--- config.mk ---
export PLATFORM = sky130hd
export DESIGN_NAME = cftc_top
export DESIGN_NICKNAME = d
export VERILOG_FILES = /design/src/rtl/cftc_pkg.sv /design/src/rtl/cftc_sync.sv /design/src/rtl/cftc_top.sv
export VERILOG_INCLUDE_DIRS = /design/src /design/src/rtl
export SDC_FILE = /design/constraint.sdc
export NUM_CORES = 1
export LEC_CHECK = 0
export BUFFER_PORTS_ARGS = -buffer_cell sky130_fd_sc_hd__buf_2
export CAP_MARGIN = 20
export CORE_ASPECT_RATIO = 0.75
export CORE_MARGIN = 1
export CORE_UTILIZATION = 61
export DETAILED_ROUTE_END_ITERATION = 7
export HOLD_SLACK_MARGIN = 0.15
export PLACE_DENSITY = 0.86
export SYNTH_ARGS = -nofsm -noshare
export SYNTH_HDL_FRONTEND = slang
export SYNTH_SLANG_ARGS = --single-unit
--- constraint.sdc ---
create_clock -name clk -period 18.05 [get_ports clk]
set_clock_uncertainty 0.2 [all_clocks]
set_input_delay 2.7075 -clock clk [delete_from_list [all_inputs] [get_ports clk]]
set_output_delay 2.7075 -clock clk [all_outputs]
set_load 0.03 [all_outputs]
--- src/rtl/cftc_params.svh ---
// Purpose: constants for converter fault trip control
// Assumes: 10 MHz clk
// Notes:   offsets are byte addresses on the register bus
`ifndef CFTC_PARAMS_SVH
`define CFTC_PARAMS_SVH
`define CFTC_CLK_HZ          10000000
`define CFTC_TICK_HZ         50000
`define CFTC_TICK_CYC        (`CFTC_CLK_HZ / `CFTC_TICK_HZ)
`define CFTC_ADR_W           6
`define CFTC_OFF_CTRL        6'h00
`define CFTC_OFF_STATUS      6'h04
`define CFTC_OFF_CLEAR       6'h08
`define CFTC_OFF_ENABLE      6'h0c
`define CFTC_OFF_REF_PH1     6'h10
`define CFTC_OFF_REF_PH2     6'h14
`define CFTC_OFF_REF_OUT     6'h18
`define CFTC_OFF_SHARE_LIM   6'h1c
`define CFTC_OFF_QUAL        6'h20
`define CFTC_OFF_STATE       6'h24
`define CFTC_OFF_VOUT        6'h28
`define CFTC_OFF_MODE_LIM    6'h2c
`define CFTC_CTRL_OVP        0
`define CFTC_CTRL_VIN_BAD    1
`define CFTC_CTRL_FAST_REQ   2
`define CFTC_CTRL_FREQ_CHG   3
`define CFTC_REF_RST         12'hfff
`define CFTC_SHARE_RST       12'hfff
`define CFTC_QUAL_RST        16'h03e8
`define CFTC_NEV             6
`endif

--- src/rtl/cftc_pkg.sv ---
// Purpose: types for converter fault trip control
// Assumes: none
// Notes:   drive outputs travel as one struct
`default_nettype none
package cftc_pkg;
   typedef struct packed {
      logic ph1Hs;
      logic ph1Ls;
      logic ph1SrA;
      logic ph1SrB;
      logic ph2Hs;
      logic ph2Ls;
      logic ph2SrA;
      logic ph2SrB;
   } cftc_drive_s;
   typedef enum logic [1:0] {
      CFTC_RUN   = 2'b00,
      CFTC_QUAL  = 2'b01,
      CFTC_HALT  = 2'b11
   } cftc_vin_e;
endpackage : cftc_pkg
`default_nettype wire

--- src/rtl/cftc_sync.sv ---
// Purpose: three-stage pin synchroniser with agreement check
// Assumes: input is asynchronous to clk
// Notes:   first stage read only by the second
`default_nettype none
module cftc_sync (
   input  wire logic clk,
   input  wire logic reset,
   input  wire logic pinIn,
   output logic      level
);
   logic s1_q;
   logic s2_q;
   logic s3_q;
   always_ff @(posedge clk or posedge reset) begin
      if (reset) begin
         s1_q  <= 1'b0;
         s2_q  <= 1'b0;
         s3_q  <= 1'b0;
         level <= 1'b0;
      end else begin
         s1_q <= pinIn;
         s2_q <= s1_q;
         s3_q <= s2_q;
         if (s2_q == s3_q) begin
            level <= s3_q;
         end
      end
   end
endmodule : cftc_sync // cftc_sync
`default_nettype wire

--- src/rtl/cftc_top.sv ---
// Purpose: fault supervision and trip logic of a two-phase resonant converter
// Assumes: 10 MHz clk, async active-high reset, classic wishbone slave
// Notes:
//
// Added by the designer: register access over Wishbone and the placing of the registers.
`include "cftc_params.svh"
`default_nettype none
module cftc_top (
   input  wire logic                 clk,
   input  wire logic                 reset,
   input  wire logic                 wbCycI,
   input  wire logic                 wbStbI,
   input  wire logic                 wbWeI,
   input  wire logic [3:0]           wbSelI,
   input  wire logic [5:0]           wbAdrI,
   input  wire logic [31:0]          wbDatI,
   output logic      [31:0]          wbDatO,
   output logic                      wbAckO,
   input  wire logic                 ph1CmpPin,
   input  wire logic                 ph2CmpPin,
   input  wire logic                 outCmpPin,
   input  wire logic [11:0]          ph1Current,
   input  wire logic [11:0]          ph2Current,
   input  wire logic [11:0]          outCurrent,
   input  wire logic [11:0]          voutSample,
   input  wire logic                 voutValid,
   input  wire logic                 masterPeriod,
   input  wire cftc_pkg::cftc_drive_s pwmIn,
   output cftc_pkg::cftc_drive_s     driveOut,
   output logic [11:0]               ph1RefDac,
   output logic [11:0]               ph2RefDac,
   output logic [11:0]               outRefDac,
   output logic                      faultLed,
   output logic                      controlTick,
   output logic                      fastUpdate,
   output logic [11:0]               voutFeedback,
   output logic                      lowLoadMode,
   output logic                      irq
);
   import cftc_pkg::*;

   logic        ph1Sync;
   logic        ph2Sync;
   logic        outSync;
   logic [11:0] refPh1_q;
   logic [11:0] refPh2_q;
   logic [11:0] refOut_q;
   logic [11:0] shareLim_q;
   logic [11:0] modeLim_q;
   logic [15:0] qual_q;
   logic [3:0]  ctrl_q;
   logic [5:0]  status_q;
   logic [5:0]  enable_q;
   logic        trip_q;
   logic        shareBad_q;
   logic [15:0] qualCnt_q;
   logic [15:0] tickCnt_q;
   logic        fastPend_q;
   logic        periodDly_q;
   logic [11:0] vout_q;
   cftc_vin_e   vinState_q;
   logic        wrEn;
   logic        rdEn;
   logic        cmpHit;
   logic        tripNow;
   logic [11:0] diff;
   logic [5:0]  events;
   logic [31:0] rdData;
   logic [31:0] wrMask;
   logic        wrCtrl;
   logic        wrEnable;
   logic        wrRefPh1;
   logic        wrRefPh2;
   logic        wrRefOut;
   logic        wrShare;
   logic        wrMode;
   logic        wrQual;
   logic        wrClear;

   // comparator pins, three-stage agreement synchronisers
   cftc_sync u_sync_ph1 (.clk(clk), .reset(reset), .pinIn(ph1CmpPin), .level(ph1Sync));
   cftc_sync u_sync_ph2 (.clk(clk), .reset(reset), .pinIn(ph2CmpPin), .level(ph2Sync));
   cftc_sync u_sync_out (.clk(clk), .reset(reset), .pinIn(outCmpPin), .level(outSync));

   // bus decode
   assign wrEn   = wbCycI && wbStbI && wbWeI && !wbAckO;
   assign rdEn   = wbCycI && wbStbI && !wbWeI && !wbAckO;
   assign wrMask = {{8{wbSelI[3]}}, {8{wbSelI[2]}}, {8{wbSelI[1]}}, {8{wbSelI[0]}}};

   // one write strobe per register
   assign wrCtrl   = wrEn && (wbAdrI == `CFTC_OFF_CTRL);
   assign wrEnable = wrEn && (wbAdrI == `CFTC_OFF_ENABLE);
   assign wrRefPh1 = wrEn && (wbAdrI == `CFTC_OFF_REF_PH1);
   assign wrRefPh2 = wrEn && (wbAdrI == `CFTC_OFF_REF_PH2);
   assign wrRefOut = wrEn && (wbAdrI == `CFTC_OFF_REF_OUT);
   assign wrShare  = wrEn && (wbAdrI == `CFTC_OFF_SHARE_LIM);
   assign wrMode   = wrEn && (wbAdrI == `CFTC_OFF_MODE_LIM);
   assign wrQual   = wrEn && (wbAdrI == `CFTC_OFF_QUAL);
   assign wrClear  = wrEn && (wbAdrI == `CFTC_OFF_CLEAR) && wbSelI[0];

   // trip sources
   assign cmpHit  = ph1Sync || ph2Sync || outSync;
   assign tripNow = cmpHit || ctrl_q[`CFTC_CTRL_OVP];
   assign diff    = (ph1Current > ph2Current) ? (ph1Current - ph2Current)
                                              : (ph2Current - ph1Current);
   assign events  = {shareBad_q, ctrl_q[`CFTC_CTRL_VIN_BAD], ctrl_q[`CFTC_CTRL_OVP],
                     outSync, ph2Sync, ph1Sync};

   // software control bits; fast request and frequency change clear themselves
   always_ff @(posedge clk or posedge reset) begin
      if (reset) begin
         ctrl_q <= 4'h0;
      end else if (wrCtrl) begin
         ctrl_q <= (ctrl_q & ~wrMask[3:0]) | (wbDatI[3:0] & wrMask[3:0]);
      end else begin
         ctrl_q[`CFTC_CTRL_FAST_REQ] <= 1'b0;
         ctrl_q[`CFTC_CTRL_FREQ_CHG] <= 1'b0;
      end
   end

   // interrupt enables
   always_ff @(posedge clk or posedge reset) begin
      if (reset) begin
         enable_q <= 6'h00;
      end else if (wrEnable) begin
         enable_q <= (enable_q & ~wrMask[5:0]) | (wbDatI[5:0] & wrMask[5:0]);
      end
   end

   // comparator trip references
   always_ff @(posedge clk or posedge reset) begin
      if (reset) begin
         refPh1_q <= `CFTC_REF_RST;
         refPh2_q <= `CFTC_REF_RST;
         refOut_q <= `CFTC_REF_RST;
      end else begin
         if (wrRefPh1) begin
            refPh1_q <= (refPh1_q & ~wrMask[11:0]) | (wbDatI[11:0] & wrMask[11:0]);
         end
         if (wrRefPh2) begin
            refPh2_q <= (refPh2_q & ~wrMask[11:0]) | (wbDatI[11:0] & wrMask[11:0]);
         end
         if (wrRefOut) begin
            refOut_q <= (refOut_q & ~wrMask[11:0]) | (wbDatI[11:0] & wrMask[11:0]);
         end
      end
   end

   // sharing, mode and qualification limits
   always_ff @(posedge clk or posedge reset) begin
      if (reset) begin
         shareLim_q <= `CFTC_SHARE_RST;
         modeLim_q  <= 12'h000;
         qual_q     <= `CFTC_QUAL_RST;
      end else begin
         if (wrShare) begin
            shareLim_q <= (shareLim_q & ~wrMask[11:0]) | (wbDatI[11:0] & wrMask[11:0]);
         end
         if (wrMode) begin
            modeLim_q <= (modeLim_q & ~wrMask[11:0]) | (wbDatI[11:0] & wrMask[11:0]);
         end
         if (wrQual) begin
            qual_q <= (qual_q & ~wrMask[15:0]) | (wbDatI[15:0] & wrMask[15:0]);
         end
      end
   end

   // latched trip, released by reset only
   always_ff @(posedge clk or posedge reset) begin
      if (reset) begin
         trip_q <= 1'b0;
      end else if (tripNow) begin
         trip_q <= 1'b1;
      end
   end

   // input voltage window supervision with qualification
   always_ff @(posedge clk or posedge reset) begin
      if (reset) begin
         vinState_q <= CFTC_HALT;
         qualCnt_q  <= 16'h0000;
      end else begin
         unique case (vinState_q)
            CFTC_RUN: begin
               if (ctrl_q[`CFTC_CTRL_VIN_BAD]) begin
                  vinState_q <= CFTC_HALT;
               end
            end
            CFTC_HALT: begin
               qualCnt_q <= 16'h0000;
               if (!ctrl_q[`CFTC_CTRL_VIN_BAD]) begin
                  vinState_q <= CFTC_QUAL;
               end
            end
            CFTC_QUAL: begin
               if (ctrl_q[`CFTC_CTRL_VIN_BAD]) begin
                  vinState_q <= CFTC_HALT;
               end else if (qualCnt_q >= qual_q) begin
                  vinState_q <= CFTC_RUN;
               end else if (tickCnt_q == 16'h0000) begin
                  qualCnt_q <= qualCnt_q + 16'h0001;
               end
            end
            default: vinState_q <= CFTC_HALT;
         endcase
      end
   end

   // drive gating and fault indicator
   always_ff @(posedge clk or posedge reset) begin
      if (reset) begin
         driveOut <= '0;
         faultLed <= 1'b0;
      end else begin
         if (trip_q || tripNow || vinState_q != CFTC_RUN) begin
            driveOut <= '0;
         end else begin
            driveOut <= pwmIn;
         end
         faultLed <= trip_q || tripNow;
      end
   end

   // reference outputs and current sharing check
   always_ff @(posedge clk or posedge reset) begin
      if (reset) begin
         ph1RefDac  <= `CFTC_REF_RST;
         ph2RefDac  <= `CFTC_REF_RST;
         outRefDac  <= `CFTC_REF_RST;
         shareBad_q <= 1'b0;
      end else begin
         ph1RefDac  <= refPh1_q;
         ph2RefDac  <= refPh2_q;
         outRefDac  <= refOut_q;
         shareBad_q <= diff > shareLim_q;
      end
   end

   // 50 kHz control tick and voltage feedback capture
   always_ff @(posedge clk or posedge reset) begin
      if (reset) begin
         tickCnt_q    <= 16'h0000;
         controlTick  <= 1'b0;
         vout_q       <= 12'h000;
         voutFeedback <= 12'h000;
         lowLoadMode  <= 1'b0;
      end else begin
         if (voutValid) begin
            vout_q <= voutSample;
         end
         controlTick <= 1'b0;
         if (tickCnt_q == 16'((`CFTC_TICK_CYC) - 1)) begin
            tickCnt_q    <= 16'h0000;
            controlTick  <= 1'b1;
            voutFeedback <= vout_q;
            lowLoadMode  <= outCurrent < modeLim_q;
         end else begin
            tickCnt_q <= tickCnt_q + 16'h0001;
         end
      end
   end

   // fast update on master period edge when requested
   always_ff @(posedge clk or posedge reset) begin
      if (reset) begin
         fastPend_q  <= 1'b0;
         periodDly_q <= 1'b0;
         fastUpdate  <= 1'b0;
      end else begin
         periodDly_q <= masterPeriod;
         fastUpdate  <= 1'b0;
         if (masterPeriod && !periodDly_q && fastPend_q) begin
            fastUpdate <= 1'b1;
            fastPend_q <= 1'b0;
         end
         if (ctrl_q[`CFTC_CTRL_FAST_REQ] || ctrl_q[`CFTC_CTRL_FREQ_CHG]) begin
            fastPend_q <= 1'b1;
         end
      end
   end

   // sticky status, set wins over clear
   always_ff @(posedge clk or posedge reset) begin
      if (reset) begin
         status_q <= 6'h00;
      end else begin
         if (wrClear) begin
            status_q <= (status_q & ~wbDatI[5:0]) | events;
         end else begin
            status_q <= status_q | events;
         end
      end
   end

   always_ff @(posedge clk or posedge reset) begin
      if (reset) begin
         irq <= 1'b0;
      end else begin
         irq <= |(status_q & enable_q);
      end
   end

   // read mux
   always_comb begin
      rdData = 32'h0000_0000;
      unique case (wbAdrI)
         `CFTC_OFF_CTRL:      rdData = {28'h0, ctrl_q};
         `CFTC_OFF_STATUS:    rdData = {26'h0, status_q};
         `CFTC_OFF_ENABLE:    rdData = {26'h0, enable_q};
         `CFTC_OFF_REF_PH1:   rdData = {20'h0, refPh1_q};
         `CFTC_OFF_REF_PH2:   rdData = {20'h0, refPh2_q};
         `CFTC_OFF_REF_OUT:   rdData = {20'h0, refOut_q};
         `CFTC_OFF_SHARE_LIM: rdData = {20'h0, shareLim_q};
         `CFTC_OFF_QUAL:      rdData = {16'h0, qual_q};
         `CFTC_OFF_STATE:     rdData = {27'h0, lowLoadMode, shareBad_q, vinState_q, trip_q};
         `CFTC_OFF_VOUT:      rdData = {20'h0, voutFeedback};
         `CFTC_OFF_MODE_LIM:  rdData = {20'h0, modeLim_q};
         default:             rdData = 32'h0000_0000;
      endcase
   end

   // single-cycle ack, one wait state
   always_ff @(posedge clk or posedge reset) begin
      if (reset) begin
         wbAckO <= 1'b0;
         wbDatO <= 32'h0000_0000;
      end else begin
         wbAckO <= wrEn || rdEn;
         wbDatO <= rdEn ? rdData : 32'h0000_0000;
      end
   end
endmodule : cftc_top // cftc_top
`default_nettype wire

---- After elaboration in Yosys (flattened, before gate mapping) ----
Cells that the tools add are included.
word-level totals
  memories ................................ 0
  flip-flop bits (word level) ............. 248
  input bits .............................. 108
  latch bits .............................. 0
  word-level logic and storage cells ...... 165
  bits in read-only memories .............. 0
  output and inout port bits .............. 94
  memory bits (writable) .................. 0
cells by class
  mux-type cells .......................... 20
  multiply operators ...................... 0
  bitwise gates (word level) .............. 29
  equality and inequality tests ........... 23
  add/sub/neg operators ................... 4
  divide/modulo/power cells ............... 0
  reduce and logical (&&, ||, !) cells .... 36
  magnitude comparators ................... 4
  shift operators ......................... 0
operator list
  kind                                                                    count
  16-bit case mux with 11 select lines                                    1
  12-bit bitwise AND                                                      6
  16-bit 2-to-1 mux                                                       4
  12-bit bitwise OR                                                       5
  16-bit by 1-bit adder with 16-bit output, second input constant         2
  16-bit bitwise AND                                                      2
  32-bit 2-to-1 mux                                                       1
  16-bit case mux with 2 select lines                                     1
  6-bit bitwise AND                                                       4
  6-bit by 5-bit equality test with 1-bit output, second input constant   4
  6-bit equality test, second input constant                              4
  12-bit greater-than comparator                                          2
  12-bit subtractor                                                       2
  6-bit bitwise OR                                                        3
  1-bit logical AND                                                       17
  16-bit by 8-bit equality test with 1-bit output, second input constant  1
  16-bit >= comparator                                                    1
  16-bit zero test                                                        1
  16-bit NOT                                                              1
  16-bit bitwise OR                                                       1
  6-bit by 4-bit equality test with 1-bit output, second input constant   2
  12-bit < comparator                                                     1
  12-bit 2-to-1 mux                                                       1
  12-bit NOT                                                              1
  other kinds (23)                                                        48

---- Longest topological paths before layout ----
Gate-level depths: netlist of run 1.
  depth in word-level cells ............... 6
  depth in mapped cells ................... 19

---- By module ----
Synthesis of run 1 repeated with hierarchy kept, for this count alone.
second synthesis, totals
  cells, all modules ...................... 1,015
  area, all modules ....................... 11,461.0 um^2
modules (own cells, without submodules)
  module     area an instance (um^2)  cells an instance  instances  seq. area each (um^2)
  cftc_top   11,115.7                 997                1          5,620.4
  cftc_sync  115.1                    6                  3          100.1

---- Worst setup path after synthesis of run 1 ----
Ideal clock, no wire load.
  path kind ............................... input-to-reg
  from .................................... in ph1Current[0]
  to ...................................... reg shareBad_q
  stages on the path ...................... 19
  buffers on the path ..................... 1
  library setup time ...................... 123 ps
  setup slack ............................. 12,101 ps
  required time ........................... 17,727 ps
  data arrival time ....................... 5,626 ps
  cells stage by stage .................... inv_1 -> ha_1 -> inv_1 -> fa_1 -> a21oi_1 -> o211ai_1 -> a21o_1 -> a21boi_4 -> buf_6 -> a21oi_1 -> xor2_1 -> ha_1 -> a21o_1 -> a21o_1 -> a21o_1 -> a21oi_1 -> o21ai_0 -> a211oi_1 -> nor2_1
between the ends
  longest elaborated chain between the ends .. 3
ends and longest elaborated chain
  element                                    line             text
  from (decl)                                cftc_top.sv:22   input wire logic [11:0] ph1Current,
  12-bit subtractor (tied with other cells)  cftc_top.sv:105  : (ph2Current - ph1Current);
  12-bit 2-to-1 mux (*)                      cftc_top.sv:104  assign diff = (ph1Current > ph2Current) ? (ph1Current - ph2Current)
  12-bit greater-than comparator (*)         cftc_top.sv:235  shareBad_q <= diff > shareLim_q;
  to (signal assigned)                       cftc_top.sv:235
  to (decl)                                  cftc_top.sv:55   logic shareBad_q;
Mark *: on every way between the ends. The rest lies on a longest branch, timed or not.
A chain may end at the register's enable or synchronous reset.

---- Worst setup path after layout of run 1 ----
Same ends and word-level chain as after synthesis.

==> implementation parameters, run 1 <==
Parameter                              Value

Timing
  Hold violation total from the final report    0
  Worst hold slack after final layout    approximately 160 ps
  Shortest period the worst path allows    6220 ps
  Rel. slew slack    approximately 40%
  Top achievable clock speed    ~160 MHz
  Pin slew with the least headroom to its limit    ~900 ps
  Count of final max-slew check failures    0
  Final setup violation count    0
  Setup repair after global routing missed its margin    false
  Final period util    about a third
  Accumulated negative setup slack    0 ps

Global routing
  Busiest grt layer    met2
  Maximum number of pins on one net before global-route repair    about 150
  Met3 track utilization from global routing    under 10%
  Sum of overflow across all layers after global routing    0
  First-pass GRT wire length    44460 um
  Met2 demand-to-capacity share in global routing    44.78%
  Aggregate global-route resource usage    between 20 and 30%
  Met1 Usage GRT    a little over two fifths
  Initial antenna violation count    3
  Vias in the first global route    between 8000 and 9000

Worst setup path
  Worst setup SP type    input pin
  Largest fanout on the critical path    16
  Req. time, crit path    between 15000 and 20000 ps
  Setup CP Type    input pin to flip-flop
  Critical path arrival    6410 ps
  Worst Reg2Reg Path Length in Cells    9
  Critical Path End Type    flip-flop
  Minimum setup slack among reg-to-reg paths    about 15000 ps
  Reg-to-reg critical path endpoint    qualCnt_q[3]
  Startpoint of the most critical setup path    ph1Current[0]

Finish
  Share of final-layout standard cells stronger than drive strength 1    between 30% and 40%
  End-of-flow core utilization    73.45%
  Layout overhead on the synthesized area    15.63%
  Filler cells    between 1000 and 1500
  Nets@finish    1314
  Area of all placed cells without fillers    approximately 0.013 mm2

Logic synthesis
  Post-synthesis async set-or-reset flop share    between 90% and 100%
  Yosys warns    0
  Sequential element share of the synthesized area    51.86%
  Unique masters post-synth    61
  Cells after Synth    970
  Most used flip-flop cell after synthesis    sky130_fd_sc_hd__dfrtp_1
  Number of register bits inferred by synthesis    around 230
  Number of synthesized flops with an enable pin    0
  Post-synthesis area per instance    around 12 um2
  Synthesized area    ~0.011 mm2

Detailed routing
  Count of nets left with antenna violations after detail routing    0
  DRC violations left    0
  Initial DRC Count    between 700 and 800
  Final WL    about 28000 um
  Wire length per cell after detailed routing    about 20 um
  Via total after detailed routing    8553
  Detailed Routing Iterations Pass 1    6
  DR vias/cell    6.105

Power
  Total power consumption of the routed design    between 1 and 1.5 mW
  Leakage    between 6 and 7 nW
  Maximum vdd ir drop    0.06788 mV
  PwrDens    between 80 and 90 mW/mm2

Clock tree
  Number of instances resized during post-cts repair    0
  Number of H-tree branching levels    1
  CTS sink count    ~230
  Clock tree from TritonCTS    built
  Clk_lat worst skew    520 ps
  Clock Root Buffer    sky130_fd_sc_hd__clkbuf_16
  Number of buffers between clock root and the deepest sink    3
  CTS Buf Count    23
  Clock-pin slew of the registers on the worst-case setup and hold paths    around 60 ps

Status
  Status    finished clean

Worst hold path
  Worst Hold Class    flip-flop to flip-flop
  Min-Delay Startpoint    u_sync_ph2.s1_q
  Hold Path Sink    u_sync_ph2.s2_q
  Cell count of the worst hold path    0

Place
  GPL Wtd Cong    between 0.9 and 1
  IO buf count    between 150 and 200
  Detailed-placement wirelength estimate    approximately 20000 um
  Area of placed instances    ~0.012 mm2

Floorplan
  Boundary Pins    roughly 200
  Initial Util    ~64%
  Total Die Area    just under 0.02 mm2
  Core Box Area    between 0.015 and 0.02 mm2
  Number of cell rows    42
  Die extent in x    160.0 um
  Die outline height    around 120 um

Run
  Max_cap viols    0
==> layout by cell type (no fill, tap or decap), types with 6 or more instances in the layout <==
master,n
sky130_fd_sc_hd__a21oi_1,42
sky130_fd_sc_hd__o21ai_0,19
sky130_fd_sc_hd__nand4_1,15
sky130_fd_sc_hd__clkbuf_16,23
sky130_fd_sc_hd__and2_1,8
sky130_fd_sc_hd__a211oi_1,6
sky130_fd_sc_hd__and3_1,11
sky130_fd_sc_hd__o22ai_1,11
sky130_fd_sc_hd__inv_1,77
sky130_fd_sc_hd__a21o_1,23
sky130_fd_sc_hd__xor2_1,8
sky130_fd_sc_hd__ha_1,65
sky130_fd_sc_hd__nand2b_1,11
sky130_fd_sc_hd__nand3_1,17
sky130_fd_sc_hd__nor2_1,36
sky130_fd_sc_hd__nor4_1,7
sky130_fd_sc_hd__nor2b_1,9
sky130_fd_sc_hd__clkinv_2,7
sky130_fd_sc_hd__nand2_1,56
sky130_fd_sc_hd__mux2i_1,26
sky130_fd_sc_hd__xnor2_1,17
sky130_fd_sc_hd__conb_1,16
sky130_fd_sc_hd__buf_2,167
sky130_fd_sc_hd__mux2_2,110
sky130_fd_sc_hd__a22oi_1,8
sky130_fd_sc_hd__a221o_1,6
sky130_fd_sc_hd__a222oi_1,21
sky130_fd_sc_hd__dfstp_2,92
sky130_fd_sc_hd__dfrtp_1,140
sky130_fd_sc_hd__nor3_1,20
==> Yosys cell counts (7+ instances only) <==
master,number,area (um2)
sky130_fd_sc_hd__a22oi_1,8,60.06
sky130_fd_sc_hd__nand2_1,56,210.2
sky130_fd_sc_hd__nor3_1,20,100.1
sky130_fd_sc_hd__nor2b_1,9,56.30
sky130_fd_sc_hd__nand3_1,17,85.08
sky130_fd_sc_hd__and3_1,11,68.82
sky130_fd_sc_hd__dfrtp_1,140,3503
sky130_fd_sc_hd__nor2_1,36,135.1
sky130_fd_sc_hd__clkbuf_1,17,63.81
sky130_fd_sc_hd__o22ai_1,11,68.82
sky130_fd_sc_hd__and2_1,8,50.05
sky130_fd_sc_hd__buf_2,8,40.04
sky130_fd_sc_hd__ha_1,65,813.3
sky130_fd_sc_hd__nand4_1,15,93.84
sky130_fd_sc_hd__o21ai_0,19,95.09
sky130_fd_sc_hd__inv_1,78,292.8
sky130_fd_sc_hd__mux2_2,110,1239
sky130_fd_sc_hd__xor2_1,8,70.07
sky130_fd_sc_hd__a21o_1,23,172.7
sky130_fd_sc_hd__nor4_1,7,43.79
sky130_fd_sc_hd__nand2b_1,11,68.82
sky130_fd_sc_hd__mux2i_1,26,260.3
sky130_fd_sc_hd__dfstp_2,92,2417
sky130_fd_sc_hd__a222oi_1,21,210.2
sky130_fd_sc_hd__xnor2_1,17,148.9
sky130_fd_sc_hd__a21oi_1,42,210.2
sky130_fd_sc_hd__buf_4,20,150.1
==> area by class of cell <==
cell class              instances  area (um2)  area share [%]
diodes                          3       7.507         0.05687
clock buffers                  30       621.8           4.710
clock inverters                12       98.84          0.7487
inverters                      79       304.0           2.303
multi-input cells             624        4966           37.62
flip-flops and latches        232        5921           44.85
well taps                     242       302.8           2.294
repair buffers                179       979.7           7.421
==> worst max-delay path by stage <==
stage	to	depth (start not counted)	slack, ps
2_1_floorplan	asynchronous set/reset pin	1	8930
3_3_place_gp	shareBad_q	20	11440
3_5_place_dp	shareBad_q	20	11390
4_1_cts	shareBad_q	20	11880
5_1_grt	shareBad_q	20	11570
6_report	shareBad_q	20	11830
==> per-stage QoR <==
stage	std cells	worst slack [ps]
global route	1401	11570
CTS	1394	11880
finish	1401	11830
detailed placement	1348	11390
floorplan	985	8933
global placement	1348	11440
==> metal layers <==
layer / vias to the layer above / wire length [um]
met1: 4267 / 12150
met3: 91 / 2305
met5: - / 0
met2: 406 / 12610
met4: 0 / 1166
li1: 3789 / -
==> worst max-delay path, stage by stage <==
cell and delay [ps]:
sky130_fd_sc_hd__buf_2 110, sky130_fd_sc_hd__inv_1 50, sky130_fd_sc_hd__ha_1 160, sky130_fd_sc_hd__inv_1 60, sky130_fd_sc_hd__fa_1 390, sky130_fd_sc_hd__a21oi_1 210
sky130_fd_sc_hd__o211ai_1 150, sky130_fd_sc_hd__a21o_1 250, sky130_fd_sc_hd__a21boi_4 470, sky130_fd_sc_hd__a211oi_1 100, sky130_fd_sc_hd__a21oi_1 170, sky130_fd_sc_hd__xor2_1 210
sky130_fd_sc_hd__ha_1 270, sky130_fd_sc_hd__a21o_1 170, sky130_fd_sc_hd__a21o_1 170, sky130_fd_sc_hd__a21o_1 180, sky130_fd_sc_hd__a21oi_1 140, sky130_fd_sc_hd__o21ai_0 110
sky130_fd_sc_hd__a211oi_1 260, sky130_fd_sc_hd__nor2_1 70
==> report_power, final <==
part	leakage, nW	switching, mW	internal, mW
logic	3.13	0.0823	0.0521
registers	2.79	0.0168	0.541
clock network	0.359	0.202	0.259
==> timing repair <==
item | CTS | global route
hold buffers | 4 | 0
setup endpoints to repair | 0 | 0
buffers inserted | 0 | 0
hold endpoints to repair | 4 | 0
==> kinds of logic after synthesis <==
family                     Yosys count  share of synthesized area [%]
AOI/OAI and AO/OA                  167                          10.56
xor gates and xnor gates            25                          1.918
adders and majority gates           70                          7.737
buffers and inverters              129                          5.140
DFF                                232                          51.86
muxes                              136                          13.13
other                                1                        0.03285
and+or+nand+nor                    210                          9.622
Power figures use the tool's default switching activity.
==> inputs of run 2 (changes only) <==
ABC_AREA = 1   (was unset)
CORE_UTILIZATION = 57   (was 61)
PLACE_DENSITY = 0.81   (was 0.86)
clock period = 6.2 ns   (was 18.05 ns; I/O delays follow)
==> implementation parameters, run 2 <==
Parameter                              Value

Status
  Status    finished clean (unchanged)

Logic synthesis
  Post-synthesis async set-or-reset flop share    100.0% (unchanged)
  Post-synthesis area per instance    8.240 um2 (was 11.77 um2)
  Sequential element share of the synthesized area    48.71% (was 51.86%)
  Cells after Synth    1475 (was 970)
  Most used flip-flop cell after synthesis    sky130_fd_sc_hd__dfrtp_1 (unchanged)
  Basic-gate share of the synthesized area counting and, or, nand and nor cells    23.51% (was 9.622%)
  Adder-Cell Fraction of Synth Area    7.268% (was 7.737%)
  Top cells by instance count after synthesis    sky130_fd_sc_hd__nand2_1 (415), sky130_fd_sc_hd__inv_1 (212), sky130_fd_sc_hd__dfrtp_1 (140) (was sky130_fd_sc_hd__dfrtp_1 (140), sky130_fd_sc_hd__mux2_2 (110), sky130_fd_sc_hd__dfstp_2 (92))
  Area share of the largest cell type after synthesis    28.82% (was 30.68%)
  Dominant combinational cell family by area after synthesis    simple AND/OR/NAND/NOR gates (was multiplexers)
  Xor/xnor cell area share of the yosys netlist    1.802% (was 1.918%)
  Cell taking the most area after synthesis    sky130_fd_sc_hd__dfrtp_1 (unchanged)
  Number of register bits inferred by synthesis    232 (unchanged)
  Number of synthesized flops with an enable pin    0 (unchanged)
  Yosys warns    0 (unchanged)
  Most used standard cell by instance count after synthesis    sky130_fd_sc_hd__nand2_1 (was sky130_fd_sc_hd__dfrtp_1)
  Synthesized area    0.01215 mm2 (was 0.01142 mm2)
  Main area contributors after synthesis    sky130_fd_sc_hd__dfrtp_1 (29%), sky130_fd_sc_hd__dfstp_2 (20%), sky130_fd_sc_hd__nand2_1 (13%), sky130_fd_sc_hd__ha_1 (6.7%), sky130_fd_sc_hd__inv_1 (6.5%) (was sky130_fd_sc_hd__dfrtp_1 (31%), sky130_fd_sc_hd__dfstp_2 (21%), sky130_fd_sc_hd__mux2_2 (11%), sky130_fd_sc_hd__ha_1 (7.1%), sky130_fd_sc_hd__inv_1 (2.6%))
  Proportion of synthesized area in mux cells    0% (was 13.13%)
  Fraction of the mapped netlist area in compound gates    9.430% (was 10.56%)
  Unique masters post-synth    45 (was 61)

Global routing
  Maximum number of pins on one net before global-route repair    191 (was 153)
  First-pass GRT wire length    49400 um (was 44460 um)
  Sum of overflow across all layers after global routing    0 (unchanged)
  Initial antenna violation count    3 (unchanged)
  Vias in the first global route    9531 (was 8353)
  Aggregate global-route resource usage    29.16% (was 29.52%)

Clock tree
  CTS sink count    232 (unchanged)
  Cts-stage hold buffer count    0 (was 4)
  Clock-pin slew of the registers on the worst-case setup and hold paths    70 ps (was 60 ps)
  Clk_lat worst skew    520 ps (about the same)
  Number of buffers between clock root and the deepest sink    3 (unchanged)
  Number of H-tree branching levels    1 (unchanged)
  Number of instances resized during post-cts repair    0 (unchanged)
  CTS Buf Count    22 (was 23)
  Number of buffers inserted to repair setup after CTS    0 (unchanged)
  Clock tree from TritonCTS    built (unchanged)
  Clock Root Buffer    sky130_fd_sc_hd__clkbuf_16 (unchanged)

Timing
  Final setup violation count    0 (unchanged)
  Pin slew with the least headroom to its limit    977.2 ps (was 890.2 ps)
  Rel. slew slack    34.85% (was 40.48%)
  Accumulated negative setup slack    0 ps (unchanged)
  Shortest period the worst path allows    ~3700 ps
  Top achievable clock speed    267.6 MHz
  Hold violation total from the final report    0 (unchanged)
  Setup repair after global routing missed its margin    false (unchanged)
  Count of final max-slew check failures    0 (unchanged)
  Final period util    approximately three fifths

Power
  PwrDens    249.2 mW/mm2 (was 87.37 mW/mm2)
  Maximum vdd ir drop    0.1613 mV (was 0.06788 mV)
  Total power consumption of the routed design    3.467 mW (was 1.153 mW)
  Leakage    7.084 nW (was 6.275 nW)

Worst setup path
  Setup CP Type    input pin to flip-flop (unchanged)
  Top delay family on crit path    simple AND/OR/NAND/NOR gates (was compound AO/OA/AOI/OAI gates)
  Critical path arrival    3980 ps (was 6410 ps)
  Cells along the critical path    buf_2, inv_1, ha_1, inv_1, fa_1, nand3_1, nand3_1, nand3_1, nand4_1, nand2_1, inv_2, nand2_1, nand2_1, inv_1, ha_1, nand2_1, nor2_1, nand4_1, a21o_1, a21oi_1 (was buf_2, inv_1, ha_1, inv_1, fa_1, a21oi_1, o211ai_1, a21o_1, a21boi_4, a211oi_1, a21oi_1, xor2_1, ha_1, a21o_1, a21o_1, a21o_1, a21oi_1, o21ai_0, a211oi_1, nor2_1)
  Worst setup SP type    input pin (unchanged)
  Critical Path End Type    flip-flop (unchanged)
  Largest fanout on the critical path    12 (was 16)
  Number of buffer and inverter stages on the critical path    5 (was 3)
  Delay of the slowest critical-path stage    460 ps (was 470 ps)
  Cell type with the highest occurrence count on the critical path    sky130_fd_sc_hd__nand2_1 (was sky130_fd_sc_hd__a21o_1)
  Cell with the largest stage delay on the worst path    sky130_fd_sc_hd__fa_1 (was sky130_fd_sc_hd__a21boi_4)
  Req. time, crit path    6440 ps (was 18240 ps)

Finish
  End-of-flow core utilization    67.72% (was 73.45%)
  Most common cell after layout, fill and taps aside    sky130_fd_sc_hd__nand2_1 (was sky130_fd_sc_hd__buf_2)
  Layout overhead on the synthesized area    14.50% (was 15.63%)
  Most used cells in the layout excluding fill and tap cells    sky130_fd_sc_hd__nand2_1 (415), sky130_fd_sc_hd__inv_1 (211), sky130_fd_sc_hd__buf_2 (167) (was sky130_fd_sc_hd__buf_2 (167), sky130_fd_sc_hd__dfrtp_1 (140), sky130_fd_sc_hd__mux2_2 (110))
  Nets@finish    1812 (was 1314)
  Share of final-layout standard cells stronger than drive strength 1    20.93% (was 37.20%)

Detailed routing
  Detailed Routing Iterations Pass 1    5 (was 6)
  Wire length per cell after detailed routing    16.02 um (was 20.15 um)
  DRC violations left    0 (unchanged)
  DR vias/cell    5.385 (was 6.105)
  Initial DRC Count    1226 (was 762)
  Count of nets left with antenna violations after detail routing    0 (unchanged)
  Via total after detailed routing    10430 (was 8553)
  Final WL    31020 um (was 28240 um)

Floorplan
  Die outline height    128.5 um (was 120.5 um)
  Initial Util    59.14% (was 63.53%)
  Boundary Pins    202 (unchanged)
  Core Box Area    0.02055 mm2 (was 0.01797 mm2)
  Total Die Area    0.02192 mm2 (was 0.01927 mm2)
  Number of cell rows    45 (was 42)
  Die extent in x    170.6 um (was 160.0 um)

Place
  Detailed-placement wirelength estimate    22860 um (was 19850 um)
  IO buf count    167 (unchanged)
  GPL Wtd Cong    0.9210 (was 0.9033)

Run
  Max_cap viols    0 (unchanged)

Worst hold path
  Worst Hold Class    flip-flop to flip-flop (unchanged)
==> run 2: cell count changes after synthesis, sizes merged, moves of 14 or more <==
cell,previous run,this run
nand2,57,432
inv,79,219
o21ai,22,147
mux2,110,0
nor2,36,117
nand3,17,69
mux2i,26,0
a21o,23,1
a222oi,21,0
and3,14,0
==> run 2: layout make-up <==
class,count,area (um2)
diodes,2,5.005
clock buffers,27,621.8
clock inverters,13,153.9
fillers,1689,6634
inverters,219,825.8
multi-input cells,992,5166
flip-flops and latches,232,5921
well taps,282,352.8
repair buffers,170,870.8
==> run 2: logic make-up after synthesis <==
group	Yosys count
AND/OR/NAND/NOR	663
other	1
flip-flops	232
XOR/XNOR	25
AO/OA/AOI/OAI	218
adder cells (fa/ha/maj)	70
buffers and inverters	266
==> run 2: routing by layer <==
layer / track usage (%) / routed length [um] / vias up
li1: - / - / 4960
met3: 6.675 / 3246 / 62
met2: 43.24 / 13310 / 514
met4: 7.737 / 689 / 2
met5: 0 / 13 / -
met1: 43.07 / 13770 / 4893
==> run 2: stage by stage <==
stage | cell area [um2] | setup WS [ps] | hold slack [ps] | cells
finish | 13920 | 2463 | 158.3 | 1937
global route | 13910 | 2204 | 173.4 | 1935
CTS | 13910 | 2519 | 163.1 | 1935
detailed placement | 13140 | 1992 | 137.2 | 1895
global placement | 13140 | 2071 | 134.4 | 1895
floorplan | 12210 | 2109 | 131.2 | 1490
==> run 2: worst paths after layout <==
check / startpoint / to / slack [ps] / depth (start not counted)
max in group asynchronous: reset / qualCnt_q[14] / 4150 / 4
min reg2reg: u_sync_out.s1_q / u_sync_out.s2_q / 160 / 0
min: u_sync_out.s1_q / u_sync_out.s2_q / 160 / 0
max reg2reg: flip-flop / qualCnt_q[13] / 3650 / 13
min in group asynchronous: reset / u_sync_out.s1_q / 480 / 3
max: ph1Current[0] / shareBad_q / 2460 / 20
==> run 2: worst reg2reg max path, stage by stage (launching register included) <==
cell and delay (ps):
sky130_fd_sc_hd__dfstp_2 530, sky130_fd_sc_hd__inv_1 50, sky130_fd_sc_hd__ha_1 300, sky130_fd_sc_hd__nand2_1 70
sky130_fd_sc_hd__inv_1 50, sky130_fd_sc_hd__nand2_1 50, sky130_fd_sc_hd__nand2_1 50, sky130_fd_sc_hd__nor2_1 100
sky130_fd_sc_hd__nand2_1 100, sky130_fd_sc_hd__nand2_1 100, sky130_fd_sc_hd__nand3_2 360, sky130_fd_sc_hd__nand2_4 350
sky130_fd_sc_hd__nand2_1 100, sky130_fd_sc_hd__nand2_1 70
==> run 2: where the power goes <==
part	leakage [nW]	internal [mW]	switching, mW
Combinational	3.93	0.136	0.295
Clock	0.385	0.845	0.589
Sequential	2.76	1.57	0.0337
Total	7.08	2.55	0.917
==> inputs of run 3 (changes only) <==
CORE_UTILIZATION = 52   (was 57)
PLACE_DENSITY = 0.77   (was 0.81)
clock period = 3 ns   (was 6.2 ns; I/O delays follow)
==> implementation parameters, run 3 (synthesized netlist as in run 2, its figures left out) <==
Parameter                              Value

Worst setup path
  Worst setup SP type    input pin (unchanged)
  Cells along the critical path    buf_2, inv_1, ha_1, inv_1, fa_1, nand3_1, nand3_1, nand3_1, nand4_1, nand2_2, buf_4, nand2_1, nand2_1, inv_1, ha_1, nand2_1, inv_1, nand4_1, a21o_1, a21oi_1 (was buf_2, inv_1, ha_1, inv_1, fa_1, nand3_1, nand3_1, nand3_1, nand4_1, nand2_1, inv_2, nand2_1, nand2_1, inv_1, ha_1, nand2_1, nor2_1, nand4_1, a21o_1, a21oi_1)
  Critical Path End Type    flip-flop (unchanged)
  Largest fanout on the critical path    7 (was 12)
  Cell type with the highest occurrence count on the critical path    sky130_fd_sc_hd__inv_1 (was sky130_fd_sc_hd__nand2_1)
  Critical path arrival    2930 ps (was 3980 ps)
  Delay of the slowest critical-path stage    390 ps (was 460 ps)
  Setup CP Type    input pin to flip-flop (unchanged)
  Cell with the largest stage delay on the worst path    sky130_fd_sc_hd__fa_1 (unchanged)
  Startpoint of the most critical setup path    ph1Current[0] (unchanged)
  Top delay family on crit path    simple AND/OR/NAND/NOR gates (unchanged)
  Req. time, crit path    3230 ps (was 6440 ps)
  Number of buffer and inverter stages on the critical path    6 (was 5)

Floorplan
  Number of cell rows    48 (was 45)
  Initial Util    52.98% (was 59.14%)
  Die extent in x    178.5 um (was 170.6 um)
  Core Box Area    0.02294 mm2 (was 0.02055 mm2)
  Boundary Pins    202 (unchanged)
  Total Die Area    0.02400 mm2 (was 0.02192 mm2)
  Die outline height    134.4 um (was 128.5 um)

Detailed routing
  Count of nets left with antenna violations after detail routing    0 (unchanged)
  Via total after detailed routing    10800 (was 10430)
  Initial DRC Count    942 (was 1226)
  Wire length per cell after detailed routing    16.12 um (was 16.02 um)
  Final WL    33030 um (was 31020 um)
  DR vias/cell    5.272 (was 5.385)
  DRC violations left    0 (unchanged)
  Detailed Routing Iterations Pass 1    6 (was 5)

Clock tree
  CTS sink count    232 (unchanged)
  CTS Buf Count    23 (was 22)
  Clock tree from TritonCTS    built (unchanged)
  Number of H-tree branching levels    1 (unchanged)
  Clock-pin slew of the registers on the worst-case setup and hold paths    70 ps (about the same)
  Clk_lat worst skew    510 ps (was 520 ps)
  Clock Root Buffer    sky130_fd_sc_hd__clkbuf_16 (unchanged)
  Number of buffers inserted to repair setup after CTS    0 (unchanged)
  Number of buffers between clock root and the deepest sink    3 (unchanged)

Timing
  Final setup violation count    0 (unchanged)
  Accumulated negative setup slack    0 ps (unchanged)
  Top achievable clock speed    approximately 370 MHz
  Setup repair after global routing missed its margin    false (unchanged)
  Setup slack after layout    299.0 ps (was 2463 ps)
  Pin slew with the least headroom to its limit    729.4 ps (was 977.2 ps)
  Count of final max-slew check failures    0 (unchanged)
  Final period util    about 90%
  Worst hold slack after final layout    154.5 ps (was 158.3 ps)
  Rel. slew slack    51.25% (was 34.85%)
  Hold violation total from the final report    0 (unchanged)
  Shortest period the worst path allows    roughly 2700 ps

Power
  Proportion of power drawn by combinational gates    14.1% (was 12.4%)
  Proportion of total power due to net switching    26.79% (was 26.44%)
  P_int    5.293 mW (was 2.551 mW)
  Seq pwr share    45.8% (was 46.2%)
  Maximum vdd ir drop    0.3378 mV (was 0.1613 mV)
  Leakage    7.487 nW (was 7.084 nW)
  Proportion of power drawn by the clock network    40.0% (was 41.4%)
  PwrDens    489.4 mW/mm2 (was 249.2 mW/mm2)
  Switching component of the power    1.937 mW (was 917.0 uW)

Global routing
  Maximum number of pins on one net before global-route repair    101 (was 191)
  Vias in the first global route    10020 (was 9531)
  First-pass GRT wire length    51930 um (was 49400 um)
  Aggregate global-route resource usage    28.02% (was 29.16%)
  Sum of overflow across all layers after global routing    0 (unchanged)
  Initial antenna violation count    2 (was 3)

Place
  Worst Setup Slack post-DPL    -285.7 ps (was 1992 ps)
  GPL Wtd Cong    0.9535 (was 0.9210)
  IO buf count    167 (unchanged)
  Detailed-placement wirelength estimate    24090 um (was 22860 um)
  Number of placed instances, taps included    1959 (was 1895)

Finish
  Layout overhead on the synthesized area    21.56% (was 14.50%)
  Most common cell after layout, fill and taps aside    sky130_fd_sc_hd__nand2_1 (unchanged)
  Count of non-filler cells in the finished layout    2049 (was 1937)
  Filler cells    1952 (was 1689)
  Nets@finish    1908 (was 1812)
  Share of final-layout standard cells stronger than drive strength 1    22.47% (was 20.93%)
  Number of diodes    0 (was 2)
  End-of-flow core utilization    64.40% (was 67.72%)
  Most used cells in the layout excluding fill and tap cells    sky130_fd_sc_hd__nand2_1 (414), sky130_fd_sc_hd__inv_1 (211), sky130_fd_sc_hd__buf_2 (167) (was sky130_fd_sc_hd__nand2_1 (415), sky130_fd_sc_hd__inv_1 (211), sky130_fd_sc_hd__buf_2 (167))

Worst hold path
  Worst Hold Class    flip-flop to flip-flop (unchanged)
  Min-Delay Startpoint    u_sync_ph2.s1_q (was u_sync_out.s1_q)

Run
  Max_cap viols    0 (unchanged)

Status
  Status    finished clean (unchanged)
[run 3: timing repair]
item                                   4_1_cts  5_1_grt
endpoints found under the hold margin      154        0
setup endpoints to repair                    0        1
hold buffers                                49        0
resized for setup                            0        3
[run 3: layout make-up]
| type | instances | area (um2) | share of cell area (%) |
|---|---|---|---|
| inverters | 219 | 825.8 | 5.589 |
| multi-input cells | 992 | 5175 | 35.03 |
| clock buffers | 32 | 671.9 | 4.548 |
| well taps | 300 | 375.4 | 2.541 |
| flip-flops and latches | 232 | 5921 | 40.07 |
| repair buffers | 265 | 1719 | 11.64 |
| clock inverters | 9 | 86.33 | 0.5843 |
[run 3: worst register-to-register path, delay by kind of cell (launching register included)]
kind | cells | cell delay (ps)
AO/OA/AOI/OAI | 1 | 160
flip-flops | 1 | 540
buffers and inverters | 1 | 60
AND/OR/NAND/NOR | 8 | 1190
adder cells (fa/ha/maj) | 1 | 330
[run 3: power groups by stage]
stage                     clock network, mW  logic (mW)  registers, mW
after CTS                              2.93        1.01           3.31
after detailed placement                  0       0.954           3.36
final                                  2.90        1.02           3.31
after global routing                   3.06        1.14           3.32
after global placement                    0       0.925           3.36
after floorplan                           0       0.610           3.37
[run 3: path summary, 6_finish.rpt]
kind                            cells after the start              end  slack [ps]
min in group asynchronous                           3      status_q[0]         240
worst min register to register                      0  u_sync_ph2.s2_q         150
max in group asynchronous                           4     tickCnt_q[4]        1530
worst max-delay path                               20       shareBad_q         300
worst max register to register                     11     qualCnt_q[0]         440
worst min-delay path                                0  u_sync_ph2.s2_q         150
[run 3: through the flow]
| step | power, mW | cell area (um2) |
|---|---|---|
| 2_1_floorplan | 3.976 | 12210 |
| 3_3_place_gp | 4.285 | 13520 |
| 3_5_place_dp | 4.318 | 13520 |
| 4_1_cts | 7.254 | 14770 |
| 5_1_grt | 7.528 | 14770 |
| 6_report | 7.230 | 14770 |
[run 3: layer usage]
layer  track usage, %  wire length [um]  up-vias
li1                 -                 -     5138
met2            41.32             14200      490
met3            5.130              3010       76
met5                0                20        -
met1            41.32             14740     5095
met4            9.605              1048        4
